`src/shared/dsl_cfg.svh`:
```
// Purpose: constants for the converter source select and write latch block
// Assumes: byte-wide register port from the serial interface logic
// Notes:   offsets are byte addresses of the control space
`ifndef DSL_CFG_SVH
`define DSL_CFG_SVH
`define DSL_OFS_CONV1_ROW   8'h81
`define DSL_OFS_CONV2_ROW   8'h82
`define DSL_OFS_CONV1_BYTE  8'h83
`define DSL_OFS_CONV2_BYTE  8'h84
`define DSL_OFS_SELECT      8'h85
`define DSL_OFS_LATCH       8'h86
`define DSL_OFS_ADC         8'h87
`define DSL_OFS_RSVD_LO     8'h88
`define DSL_OFS_RSVD_HI     8'h8f
`define DSL_TABLE1_BASE     8'h90
`define DSL_TABLE2_BASE     8'hd0
`define DSL_BIT_CONV2_SEL   7
`define DSL_BIT_TABLE2_SEL  6
`define DSL_BIT_CONV1_SEL   5
`define DSL_BIT_TABLE1_SEL  4
`define DSL_BIT_OUT2_HI     3
`define DSL_BIT_OUT2_LO     2
`define DSL_BIT_OUT1_HI     1
`define DSL_BIT_OUT1_LO     0
`define DSL_BIT_LATCH       7
`define DSL_LATCH_SET_VAL   8'h80
`define DSL_LATCH_CLR_VAL   8'h00
`define DSL_RST_BYTE        8'h00
`endif

```
`src/shared/dsl_pkg.sv`:
```
// Purpose: types for the converter source select and write latch block
// Assumes: dsl_cfg.svh holds the numbers
// Notes:   range codes shared by both outputs
package dsl_pkg;
  typedef enum logic [1:0] {
    DSL_RANGE_EXT,
    DSL_RANGE_LOW,
    DSL_RANGE_MID,
    DSL_RANGE_HIGH
  } dsl_range_t;
endpackage

```
`src/design/dsl_ctrl_regs.sv`:
```
// Purpose: upper control registers, converter source select, write latch
// Assumes: byte port from serial logic; one access per cycle
// Notes:   table memory is outside; this block only forms its addresses
`timescale 1ns/1ns
`include "dsl_cfg.svh"
module dsl_ctrl_regs
  import dsl_pkg::*;
#(
  parameter int DAT_W = 8,
  parameter int ROW_W = 6
) (
  // clock and reset
  input  wire logic             core_clk,
  input  wire logic             srst,
  // register port from the serial interface
  input  wire logic             reg_wr,
  input  wire logic             reg_rd,
  input  wire logic [7:0]       reg_addr,
  input  wire logic [7:0]       reg_wdata,
  output logic      [7:0]       reg_rdata,
  output logic                  reg_wr_ack,
  // write gate for the rest of the memory
  output logic                  write_gate_latch,
  // lower control fields
  input  wire logic             ctrl_volatility_sel,
  input  wire logic [ROW_W-1:0] table1_direct_row,
  input  wire logic [ROW_W-1:0] table2_direct_row,
  input  wire logic [DAT_W-1:0] conv1_direct_byte,
  // adc result
  input  wire logic [DAT_W-1:0] adc_result_bits,
  // table memory read ports
  output logic      [DAT_W-1:0] table_one_addr,
  input  wire logic [DAT_W-1:0] table_one_data,
  output logic      [DAT_W-1:0] table_two_addr,
  input  wire logic [DAT_W-1:0] table_two_data,
  // converter inputs and ranges
  output logic      [DAT_W-1:0] conv1_in,
  output logic      [DAT_W-1:0] conv2_in,
  output dsl_range_t            out1_range,
  output dsl_range_t            out2_range,
  // volatile byte must be saved when volatility bit is set
  output logic                  conv2_byte_persist
);
  if (DAT_W != 8) begin : g_bad_dat
    $error("register port is byte wide");
  end
  if (ROW_W != 6) begin : g_bad_row
    $error("tables hold sixty-four rows");
  end

  // ----------------------------------------------------------------------
  // state
  // ----------------------------------------------------------------------
  typedef struct packed {
    logic [7:0] conv2_byte;
    logic [7:0] select;
    logic [6:0] latch_rsvd;
    logic       latch;
    logic       wr_ack;
    logic [7:0] rdata;
  } dsl_state_t;

  dsl_state_t cur_ff;
  dsl_state_t nxt_ff;

  logic conv2_direct_sel;
  logic conv1_direct_sel;
  logic table1_direct_row_sel;
  logic table2_direct_row_sel;
  logic out1_range_hi;
  logic out1_range_lo;
  logic out2_range_hi;
  logic out2_range_lo;
  logic is_rsvd;

  assign conv2_direct_sel      = cur_ff.select[`DSL_BIT_CONV2_SEL];
  assign table2_direct_row_sel = cur_ff.select[`DSL_BIT_TABLE2_SEL];
  assign conv1_direct_sel      = cur_ff.select[`DSL_BIT_CONV1_SEL];
  assign table1_direct_row_sel = cur_ff.select[`DSL_BIT_TABLE1_SEL];
  assign out2_range_hi         = cur_ff.select[`DSL_BIT_OUT2_HI];
  assign out2_range_lo         = cur_ff.select[`DSL_BIT_OUT2_LO];
  assign out1_range_hi         = cur_ff.select[`DSL_BIT_OUT1_HI];
  assign out1_range_lo         = cur_ff.select[`DSL_BIT_OUT1_LO];

  // reserved window: no register, reads zero, writes dropped
  assign is_rsvd = (reg_addr >= `DSL_OFS_RSVD_LO) &&
                   (reg_addr <= `DSL_OFS_RSVD_HI);

  // ----------------------------------------------------------------------
  // next state
  // ----------------------------------------------------------------------
  always_comb begin
    nxt_ff        = cur_ff;
    nxt_ff.wr_ack = 1'b0;
    if (reg_wr) begin
      // ack only while the latch is set; a cleared latch aborts
      nxt_ff.wr_ack = cur_ff.latch;
      // latch register takes its own writes even when cleared
      if (reg_addr == `DSL_OFS_LATCH) begin
        nxt_ff.wr_ack = 1'b1;
        if (reg_wdata == `DSL_LATCH_SET_VAL) begin
          nxt_ff.latch = 1'b1;
        end else if (reg_wdata == `DSL_LATCH_CLR_VAL) begin
          nxt_ff.latch = 1'b0;
        end
        // reserved bits untouched by latch writes
        nxt_ff.latch_rsvd = cur_ff.latch_rsvd;
      end else if (cur_ff.latch && !is_rsvd) begin
        if (reg_addr == `DSL_OFS_CONV2_BYTE) begin
          nxt_ff.conv2_byte = reg_wdata;
        end
        if (reg_addr == `DSL_OFS_SELECT) begin
          nxt_ff.select = reg_wdata;
        end
      end
    end
    nxt_ff.rdata = 8'h00;
    if (reg_rd) begin
      unique case (reg_addr)
        `DSL_OFS_CONV2_BYTE: nxt_ff.rdata = cur_ff.conv2_byte;
        `DSL_OFS_SELECT:     nxt_ff.rdata = cur_ff.select;
        `DSL_OFS_LATCH:      nxt_ff.rdata = {cur_ff.latch,
                                             cur_ff.latch_rsvd};
        `DSL_OFS_ADC:        nxt_ff.rdata = adc_result_bits;
        default:             nxt_ff.rdata = 8'h00;
      endcase
    end
  end

  always_ff @(posedge core_clk) begin
    if (srst) begin
      // latch always comes up cleared, writes disabled
      cur_ff <= '0;
    end else begin
      cur_ff <= nxt_ff;
    end
  end

  // ----------------------------------------------------------------------
  // converter source selection
  // ----------------------------------------------------------------------
  dsl_row_mux #(.ROW_W(ROW_W), .DAT_W(DAT_W)) u_mux1 (
    .row_direct  (table1_direct_row_sel),
    .byte_direct (conv1_direct_sel),
    .adc_value   (adc_result_bits),
    .direct_row  (table1_direct_row),
    .direct_byte (conv1_direct_byte),
    .table_base  (`DSL_TABLE1_BASE),
    .table_data  (table_one_data),
    .table_addr  (table_one_addr),
    .conv_in     (conv1_in)
  );

  dsl_row_mux #(.ROW_W(ROW_W), .DAT_W(DAT_W)) u_mux2 (
    .row_direct  (table2_direct_row_sel),
    .byte_direct (conv2_direct_sel),
    .adc_value   (adc_result_bits),
    .direct_row  (table2_direct_row),
    .direct_byte (cur_ff.conv2_byte),
    .table_base  (`DSL_TABLE2_BASE),
    .table_data  (table_two_data),
    .table_addr  (table_two_addr),
    .conv_in     (conv2_in)
  );

  assign out1_range         = dsl_range_t'({out1_range_hi, out1_range_lo});
  assign out2_range         = dsl_range_t'({out2_range_hi, out2_range_lo});
  assign reg_rdata          = cur_ff.rdata;
  assign reg_wr_ack         = cur_ff.wr_ack;
  assign write_gate_latch   = cur_ff.latch;
  assign conv2_byte_persist = ctrl_volatility_sel;

  // ----------------------------------------------------------------------
  // checks
  // ----------------------------------------------------------------------
  property p_nack_when_closed;
    @(posedge core_clk) disable iff (srst)
      (reg_wr && !cur_ff.latch && reg_addr != `DSL_OFS_LATCH)
        |=> !reg_wr_ack;
  endproperty
  a_nack_when_closed: assert property (p_nack_when_closed)
    else $error("write acked while latch clear");

  property p_no_store_closed;
    @(posedge core_clk) disable iff (srst)
      (reg_wr && !cur_ff.latch && reg_addr == `DSL_OFS_SELECT)
        |=> $stable(cur_ff.select);
  endproperty
  a_no_store_closed: assert property (p_no_store_closed)
    else $error("select changed while latch clear");

  property p_latch_set;
    @(posedge core_clk) disable iff (srst)
      (reg_wr && reg_addr == `DSL_OFS_LATCH &&
       reg_wdata == `DSL_LATCH_SET_VAL) |=> write_gate_latch;
  endproperty
  a_latch_set: assert property (p_latch_set)
    else $error("latch not set by set value");

  property p_latch_clr;
    @(posedge core_clk) disable iff (srst)
      (reg_wr && reg_addr == `DSL_OFS_LATCH &&
       reg_wdata == `DSL_LATCH_CLR_VAL) |=> !write_gate_latch;
  endproperty
  a_latch_clr: assert property (p_latch_clr)
    else $error("latch not cleared by clear value");

  property p_latch_reset;
    @(posedge core_clk) srst |=> !write_gate_latch;
  endproperty
  a_latch_reset: assert property (p_latch_reset)
    else $error("latch set after reset");

  property p_rsvd_stable;
    @(posedge core_clk) disable iff (srst)
      ##1 cur_ff.latch_rsvd == 7'h00;
  endproperty
  a_rsvd_stable: assert property (p_rsvd_stable)
    else $error("latch reserved bits changed");

  property p_conv2_direct;
    @(posedge core_clk) disable iff (srst)
      conv2_direct_sel |-> conv2_in == cur_ff.conv2_byte;
  endproperty
  a_conv2_direct: assert property (p_conv2_direct)
    else $error("converter two not fed from direct byte");

  property p_conv2_table;
    @(posedge core_clk) disable iff (srst)
      !conv2_direct_sel |-> conv2_in == table_two_data;
  endproperty
  a_conv2_table: assert property (p_conv2_table)
    else $error("converter two not fed from table");

  property p_row_addr;
    @(posedge core_clk) disable iff (srst)
      !table1_direct_row_sel |->
        table_one_addr == (`DSL_TABLE1_BASE + {2'b00, adc_result_bits[7:2]});
  endproperty
  a_row_addr: assert property (p_row_addr)
    else $error("table one row not from adc");

  property p_rsvd_read;
    @(posedge core_clk) disable iff (srst)
      (reg_rd && is_rsvd) |=> reg_rdata == 8'h00;
  endproperty
  a_rsvd_read: assert property (p_rsvd_read)
    else $error("reserved address read nonzero");

  property p_ack_latch_reg;
    @(posedge core_clk) disable iff (srst)
      (reg_wr && reg_addr == `DSL_OFS_LATCH)
        |=> reg_wr_ack;
  endproperty
  a_ack_latch_reg: assert property (p_ack_latch_reg)
    else $error("latch register write not acked");

  property p_ack_when_open;
    @(posedge core_clk) disable iff (srst)
      (reg_wr && cur_ff.latch)
        |=> reg_wr_ack;
  endproperty
  a_ack_when_open: assert property (p_ack_when_open)
    else $error("write not acked while latch set");

  property p_ack_pulse;
    @(posedge core_clk) disable iff (srst)
      !reg_wr
        |=> !reg_wr_ack;
  endproperty
  a_ack_pulse: assert property (p_ack_pulse)
    else $error("ack without a write");

  property p_rdata_idle;
    @(posedge core_clk) disable iff (srst)
      !reg_rd
        |=> reg_rdata == 8'h00;
  endproperty
  a_rdata_idle: assert property (p_rdata_idle)
    else $error("read data not zero between reads");

  property p_latch_hold;
    @(posedge core_clk) disable iff (srst)
      (reg_wr && reg_addr == `DSL_OFS_LATCH &&
       reg_wdata != `DSL_LATCH_SET_VAL && reg_wdata != `DSL_LATCH_CLR_VAL)
        |=> $stable(write_gate_latch);
  endproperty
  a_latch_hold: assert property (p_latch_hold)
    else $error("latch moved by other value");

  property p_latch_keep;
    @(posedge core_clk) disable iff (srst)
      !(reg_wr && reg_addr == `DSL_OFS_LATCH)
        |=> $stable(write_gate_latch);
  endproperty
  a_latch_keep: assert property (p_latch_keep)
    else $error("latch moved without latch write");

  property p_latch_read;
    @(posedge core_clk) disable iff (srst)
      (reg_rd && reg_addr == `DSL_OFS_LATCH)
        |=> reg_rdata == {$past(write_gate_latch), 7'h00};
  endproperty
  a_latch_read: assert property (p_latch_read)
    else $error("latch register read wrong");

  property p_store_open;
    @(posedge core_clk) disable iff (srst)
      (reg_wr && cur_ff.latch && reg_addr == `DSL_OFS_SELECT)
        |=> cur_ff.select == $past(reg_wdata);
  endproperty
  a_store_open: assert property (p_store_open)
    else $error("select not stored while latch set");

  property p_byte_closed;
    @(posedge core_clk) disable iff (srst)
      (reg_wr && !cur_ff.latch && reg_addr == `DSL_OFS_CONV2_BYTE)
        |=> $stable(cur_ff.conv2_byte);
  endproperty
  a_byte_closed: assert property (p_byte_closed)
    else $error("direct byte changed while latch clear");

  property p_rsvd_no_store;
    @(posedge core_clk) disable iff (srst)
      (reg_wr && is_rsvd)
        |=> $stable(cur_ff.select) && $stable(cur_ff.conv2_byte) &&
            $stable(write_gate_latch);
  endproperty
  a_rsvd_no_store: assert property (p_rsvd_no_store)
    else $error("reserved write changed state");

  property p_conv1_direct;
    @(posedge core_clk) disable iff (srst)
      conv1_direct_sel
        |-> conv1_in == conv1_direct_byte;
  endproperty
  a_conv1_direct: assert property (p_conv1_direct)
    else $error("converter one not fed from direct byte");

  property p_conv1_table;
    @(posedge core_clk) disable iff (srst)
      !conv1_direct_sel
        |-> conv1_in == table_one_data;
  endproperty
  a_conv1_table: assert property (p_conv1_table)
    else $error("converter one not fed from table");

  property p_row2_addr;
    @(posedge core_clk) disable iff (srst)
      !table2_direct_row_sel |->
        table_two_addr == (`DSL_TABLE2_BASE + {2'b00, adc_result_bits[7:2]});
  endproperty
  a_row2_addr: assert property (p_row2_addr)
    else $error("table two row not from adc");

  property p_row1_direct;
    @(posedge core_clk) disable iff (srst)
      table1_direct_row_sel |->
        table_one_addr == (`DSL_TABLE1_BASE + {2'b00, table1_direct_row});
  endproperty
  a_row1_direct: assert property (p_row1_direct)
    else $error("table one row not from direct row");
endmodule

```
`src/design/dsl_row_mux.sv`:
```
// Purpose: resolve one converter input byte from table row or direct byte
// Assumes: table read port is combinational
// Notes:   used once per converter
`timescale 1ns/1ns
module dsl_row_mux
  import dsl_pkg::*;
#(
  parameter int ROW_W = 6,
  parameter int DAT_W = 8
) (
  // selects
  input  wire logic             row_direct,
  input  wire logic             byte_direct,
  // sources
  input  wire logic [DAT_W-1:0] adc_value,
  input  wire logic [ROW_W-1:0] direct_row,
  input  wire logic [DAT_W-1:0] direct_byte,
  input  wire logic [DAT_W-1:0] table_base,
  input  wire logic [DAT_W-1:0] table_data,
  // results
  output logic      [DAT_W-1:0] table_addr,
  output logic      [DAT_W-1:0] conv_in
);
  // refuse widths the zero extension below cannot serve
  if (ROW_W >= DAT_W) begin : g_bad_width
    $error("row field must be narrower than data");
  end
  logic [ROW_W-1:0] row;
  always_comb begin
    // upper adc bits pick the row unless the direct row is chosen
    row = row_direct ? direct_row
                     : adc_value[DAT_W-1 -: ROW_W];
    table_addr = table_base + {{(DAT_W-ROW_W){1'b0}}, row};
    // direct byte wins over the table only when selected
    conv_in = byte_direct ? direct_byte : table_data;
  end
endmodule

```
`config.mk`:
```
export PLATFORM = sky130hd
export DESIGN_NAME = dsl_ctrl_regs
export DESIGN_NICKNAME = d
export VERILOG_FILES = /design/src/shared/dsl_pkg.sv /design/src/design/dsl_ctrl_regs.sv /design/src/design/dsl_row_mux.sv
export VERILOG_INCLUDE_DIRS = /design/src /design/src/shared
export SDC_FILE = /design/constraint.sdc
export NUM_CORES = 1
export LEC_CHECK = 0
export BUFFER_PORTS_ARGS = -buffer_cell sky130_fd_sc_hd__buf_4
export CORE_MARGIN = 4
export CORE_UTILIZATION = 38
export DETAILED_ROUTE_END_ITERATION = 8
export GPL_TIMING_DRIVEN = 0
export PLACE_DENSITY = 0.77
export RECOVER_POWER = 25
export SLEW_MARGIN = 30
export SYNTH_ARGS = -nofsm -noshare
export SYNTH_HDL_FRONTEND = slang
export SYNTH_SLANG_ARGS = --single-unit
```
`constraint.sdc`:
```
create_clock -name core_clk -period 1.4 [get_ports core_clk]
set_input_delay 0.14 -clock core_clk [delete_from_list [all_inputs] [get_ports core_clk]]
set_output_delay 0.14 -clock core_clk [all_outputs]
set_load 0.005 [all_outputs]
```
== Word level (Yosys, flattened, before mapping) ==
Cells that the tools add are included.
Cells by class
  add/subtract/negate cells: 2
  $lt $le $gt $ge: 2
  equal/unequal tests: 5
  mux-type cells: 8
  bitwise logic cells: 3
  reductions and logical operators: 10
Operator list (number)
  $eq 8x8->1 const B: 5
  $pmux 8 s4: 1
  $mux 8: 2
  $mux 6: 2
  $add 7x7->8 const A: 1
  $add 8x6->8 const A: 1
  $ge 8x8->1 const B: 1
  $le 8x8->1 const B: 1
  $logic_not 8->1: 1
  $reduce_and 4->1: 2
  $reduce_or 2->1: 2
  $mux 1: 3
  $not 1->1: 3
  $reduce_and 3->1: 1
  $logic_and 1x1->1: 2
  $reduce_bool 2->1: 1
  $logic_not 1->1: 1
Word-level totals
  bits in registers: 26
  input port bits: 65
  output and inout port bits: 47
  logic and storage cells: 35

== Logic depth before layout (Yosys ltp) ==
  depth in word-level cells: 5
  gate-level depth with buffers: 6
  mapped depth without buffers: 4

== By module ==
A second synthesis with hierarchy kept.
Second synthesis, totals
  cells, all modules: 241
  area total of the unflattened synthesis: 2237.1 µm²
Modules (own cells, without submodules)
  dsl_ctrl_regs: instances 1, cells an instance 133, area each 1331.3 µm², seq. area each 520.5 µm²
  dsl_row_mux: instances 2, cells an instance 54, area each 452.9 µm², seq. area each 0.0 µm²

== Worst setup path before layout ==
Ideal clock, no wire load.
  kind: flip-flop to output port
  from: reg cur_ff[23] (netlist name)
  to: out table_two_addr[7]
  data arrival time: 1.267 ns
  required time: 1.260 ns
  slack: -0.007 ns
  cell stages (with the launch flop): 6
  path through: dfxtp_1 > clkbuf_1 > mux2_2 > ha_1 > inv_1 > buf_4
On the way
  longest elaborated chain between the ends: 2
RTL lines
  start: declaration: RTL line dsl_ctrl_regs.sv:63  | dsl_state_t cur_ff;
  start signal: assignment: RTL line dsl_ctrl_regs.sv:135  | cur_ff <= nxt_ff;
  $mux 6: RTL line dsl_row_mux.sv:31  | row = row_direct ? direct_row
  $add 7x7->8: RTL line dsl_row_mux.sv:33  | table_addr = table_base + {{(DAT_W-ROW_W){1'b0}}, row};
  end: declaration: RTL line dsl_ctrl_regs.sv:34  | output logic [DAT_W-1:0] table_two_addr,
No other way between the ends.

== Worst setup path in the final report ==
Ends and elaborated chain as after synthesis.

==> flow_summary_export.csv <==
group,metric,value,unit
outcome,status,"finished, violations left",
outcome,violations,"setup timing",
cells_and_area,seqCellArea,535.5,sq um
global_route,grt_pass1_vias,1501,
yosys,synthXorXnorAreaFrac,0,%
hold_path,hold_path_class,"in2reg",
yosys,syn_nets,237,
yosys,yosys.area_share.simple,21.49,%
cts,cts_buffer_depth,2,
detailed_routing,ant_nets,0,
worst_setup_path,reg2reg_from,"write_gate_latch$_SDFFE_PP0P_",
timing,fmax,666.1,MHz
pwr,power_density,635.0,nW/um^2
cells_and_area,post_layout_nonfiller_instances,334,
pwr,p_clk_share,35.9,%
global_route,antenna_found_initial,0,
cts,clock_sinks,26,
pwr,intPower,1.370,mW
yosys,synth_top_area_share,30.72,%
yosys,synth_edf_count,0,
detailed_routing,wire_per_inst,15.04,um
global_route,grt_max_degree,16,
yosys,yosysUniqueCellTypes,26,
timing,post-route-min-period,1.501,ns
pwr,leakagePower,1.356,nW
placement,gp_congestion,0.7497,
worst_setup_path,rr_worst_depth,3,
global_route,grt_util_met2,28.00,%
cts,cts_hold_buffers,0,
global_route,groute.layer.met1.usage,21.74,%
timing,final-hold-violation-count,0,
pwr,p_comb_share,22.1,%
yosys,synthFlopType,"dfxtp_1",
yosys,synth-adder-area-share,1.477,%
worst_setup_path,critPathKind,"reg2out",
detailed_routing,drcViolationCount,0,
placement,dp_hpwl,3944,um
detailed_routing,vias,1633,
yosys,synth_mux_area_share,33.97,%
yosys,synth-seq-cells,26,
timing,tns,-0.3649,ns
cells_and_area,antenna_cells,0,
pwr,p_switching,0.3703,mW
cts,cts_max_level,1,
timing,setup_viol,8,
yosys,syn-cell-area,1694,sq um
worst_setup_path,start_kind,"flop",
detailed_routing,drt_first_pass_iters,4,
worst_setup_path,critPathArrivalTime,1.36,ns
yosys,yosys.area.top_type,"dfxtp_1",
global_route,gr-total-overflow,0,
floorplanning,dieArea,5591,sq um
yosys,synth_top_cells_by_count,"dfxtp_1 (26), mux2_2 (26), mux2i_1 (26)",
floorplanning,core,4324,sq um
timing,final_max_slew_viol_count,0,
yosys,synth.avg_cell_area,9.965,sq um
cts,cts_root_buffer,"clkbuf_8",
global_route,grt.total_usage,16.45,%
worst_setup_path,worstReg2RegEnd,"cur_ff[21]$_SDFFE_PP0P_",
timing,skew,0.007978,ns
global_route,grt_pass1_wl,7182,um
cells_and_area,fill_cells,375,
cts,cts.clk_slew.worst_paths,0.09,ns
placement,preCtsSetupSlack,-0.1993,ns
worst_setup_path,r2r_slack,0.11,ns
yosys,synth_top_family_by_area,"multiplexers",
detailed_routing,via_per_inst,4.889,
cells_and_area,multi_input_area,1067,sq um
global_route,grt_use_met3,3.338,%
worst_setup_path,cp-startpoint,"cur_ff[23]$_SDFFE_PP0P_",
cts,cts_tree,"built",
yosys,synth_warnings,0,
worst_setup_path,worstSetupEndpointType,"output pin",
cts,numCtsBuffers,3,
worst_setup_path,worstPathMaxFanout,4,
flow_run,maxCapViolations,0,
placement,numPortBuffers,107,
detailed_routing,drt_iter0_drc,83,
placement,placedCellCount,329,
timing,setup_slack,-0.1012,ns
yosys,synthCells,170,
cells_and_area,drive_gt1_share,60.64,%
cells_and_area,nets,350,
timing,fin_crit_sh,107.2,%
pwr,peakVddDrop,470.9,uV
pwr,switching_share,21.27,%
global_route,busiest_layer,"met2",
worst_setup_path,crit_end,"table_two_addr[7]",
yosys,synth-compound-area-share,2.363,%
floorplanning,start_util,39.18,%
pwr,power,1.741,mW
floorplanning,pin_count,112,
timing,rsz0062_at_grt,"true",
floorplanning,die_x,74.77,um
yosys,synth_area_leaders,"dfxtp_1 (31%), mux2_2 (17%), mux2i_1 (15%)",
detailed_routing,wl,5023,um
yosys,async_reset_ff_share,0,%
cts,insertion_delay,0.27,ns
yosys,seq_area_frac_synth,30.72,%
pwr,seq_power_share,42.0,%
timing,slew_headroom,55.96,%
timing,tightestPinTransition,0.6588,ns
worst_setup_path,required,1.26,ns
cells_and_area,area_growth,61.82,%
floorplanning,die_h,74.77,um
floorplanning,rows,24,
-- how the worst min path moves through the flow --
stage | startpoint | to | slack (ns) | cells past startpoint
floorplan | reg_wr | reg_wr_ack$_SDFF_PP0_ | 0.31 | 1
global placement | reg_wdata[5] | conv1_direct_sel$_SDFFE_PP0P_ | 0.44 | 3
detailed placement | ctrl_volatility_sel | conv2_byte_persist | 0.45 | 2
CTS | reg_wdata[5] | conv1_direct_sel$_SDFFE_PP0P_ | 0.16 | 3
global route | reg_wdata[5] | conv1_direct_sel$_SDFFE_PP0P_ | 0.16 | 3
finish | reg_wdata[5] | conv1_direct_sel$_SDFFE_PP0P_ | 0.16 | 3
-- metrics by stage --
step,hold WS [ns],utilization [%],instance area [sq um]
CTS,0.1555,63.37,2740
floorplan,0.3062,-,1695
detailed placement,0.4471,59.29,2564
finish,0.1583,63.40,2741
global placement,0.4446,59.29,2564
global route,0.1569,63.40,2741
-- critical path: stages, from the launching register on --
cell     delay, ns
dfxtp_4       0.40
mux2_4        0.32
ha_4          0.16
inv_2         0.05
buf_6         0.09
buf_6         0.08
-- placed cells by master (no fill, tap or decap), types with 4 or more instances in the layout --
cell type,instances
buf_4,108
nand2b_1,25
mux2i_1,24
dfxtp_1,22
mux2_2,19
and2_1,8
clkbuf_4,8
mux2_4,7
nand3_1,7
o21ai_0,7
buf_6,7
clkbuf_1,6
dfxtp_4,4
-- power groups by stage --
stage | registers [mW] | logic, mW | clock network (mW)
CTS | 0.733 | 0.382 | 0.636
global placement | 0.756 | 0.353 | 0
global route | 0.731 | 0.413 | 0.666
floorplan | 0.756 | 0.122 | 0
finish | 0.731 | 0.385 | 0.625
detailed placement | 0.756 | 0.358 | 0
-- sequential cells by signal, summed over array words and instances (netlist names) --
name and count:
conv1_direct_sel 1, cur_ff 10, out2_range 2, reg_rdata 8, reg_wr_ack 1, write_gate_latch 1, out1_range 2, conv2_direct_sel 1
-- per-layer routing --
| layer | vias up | part of all wire [%] |
|---|---|---|
| met5 | - | 0 |
| met4 | 0 | 0.46 |
| met3 | 4 | 7.5 |
| met2 | 59 | 51 |
| met1 | 766 | 41 |
| li1 | 804 | - |
-- logic make-up after synthesis --
group / count (synthesis)
AO/OA/AOI/OAI: 8
adder cells (fa/ha/maj): 2
buffers and inverters: 28
flip-flops: 26
multiplexers: 53
other: 1
AND/OR/NAND/NOR: 52
-- what timing repair did --
item | 4_1_cts | 5_1_grt
pin swaps | 2 | 1
endpoints found under the setup margin | 30 | 14
buffers inserted | 4 | 1
resized for setup | 24 | 9
-- final cells by class --
cell class	instances	area share, %
Tap cell	52	2.373
Sequential cell	26	19.53
Buffer	21	5.203
Inverter	3	0.4108
Multi-Input combinational cell	116	38.93
Timing Repair Buffer	112	30.94
Clock buffer	3	1.506
Clock inverter	1	1.095
Note: power is estimated with default switching activity, not from simulation.
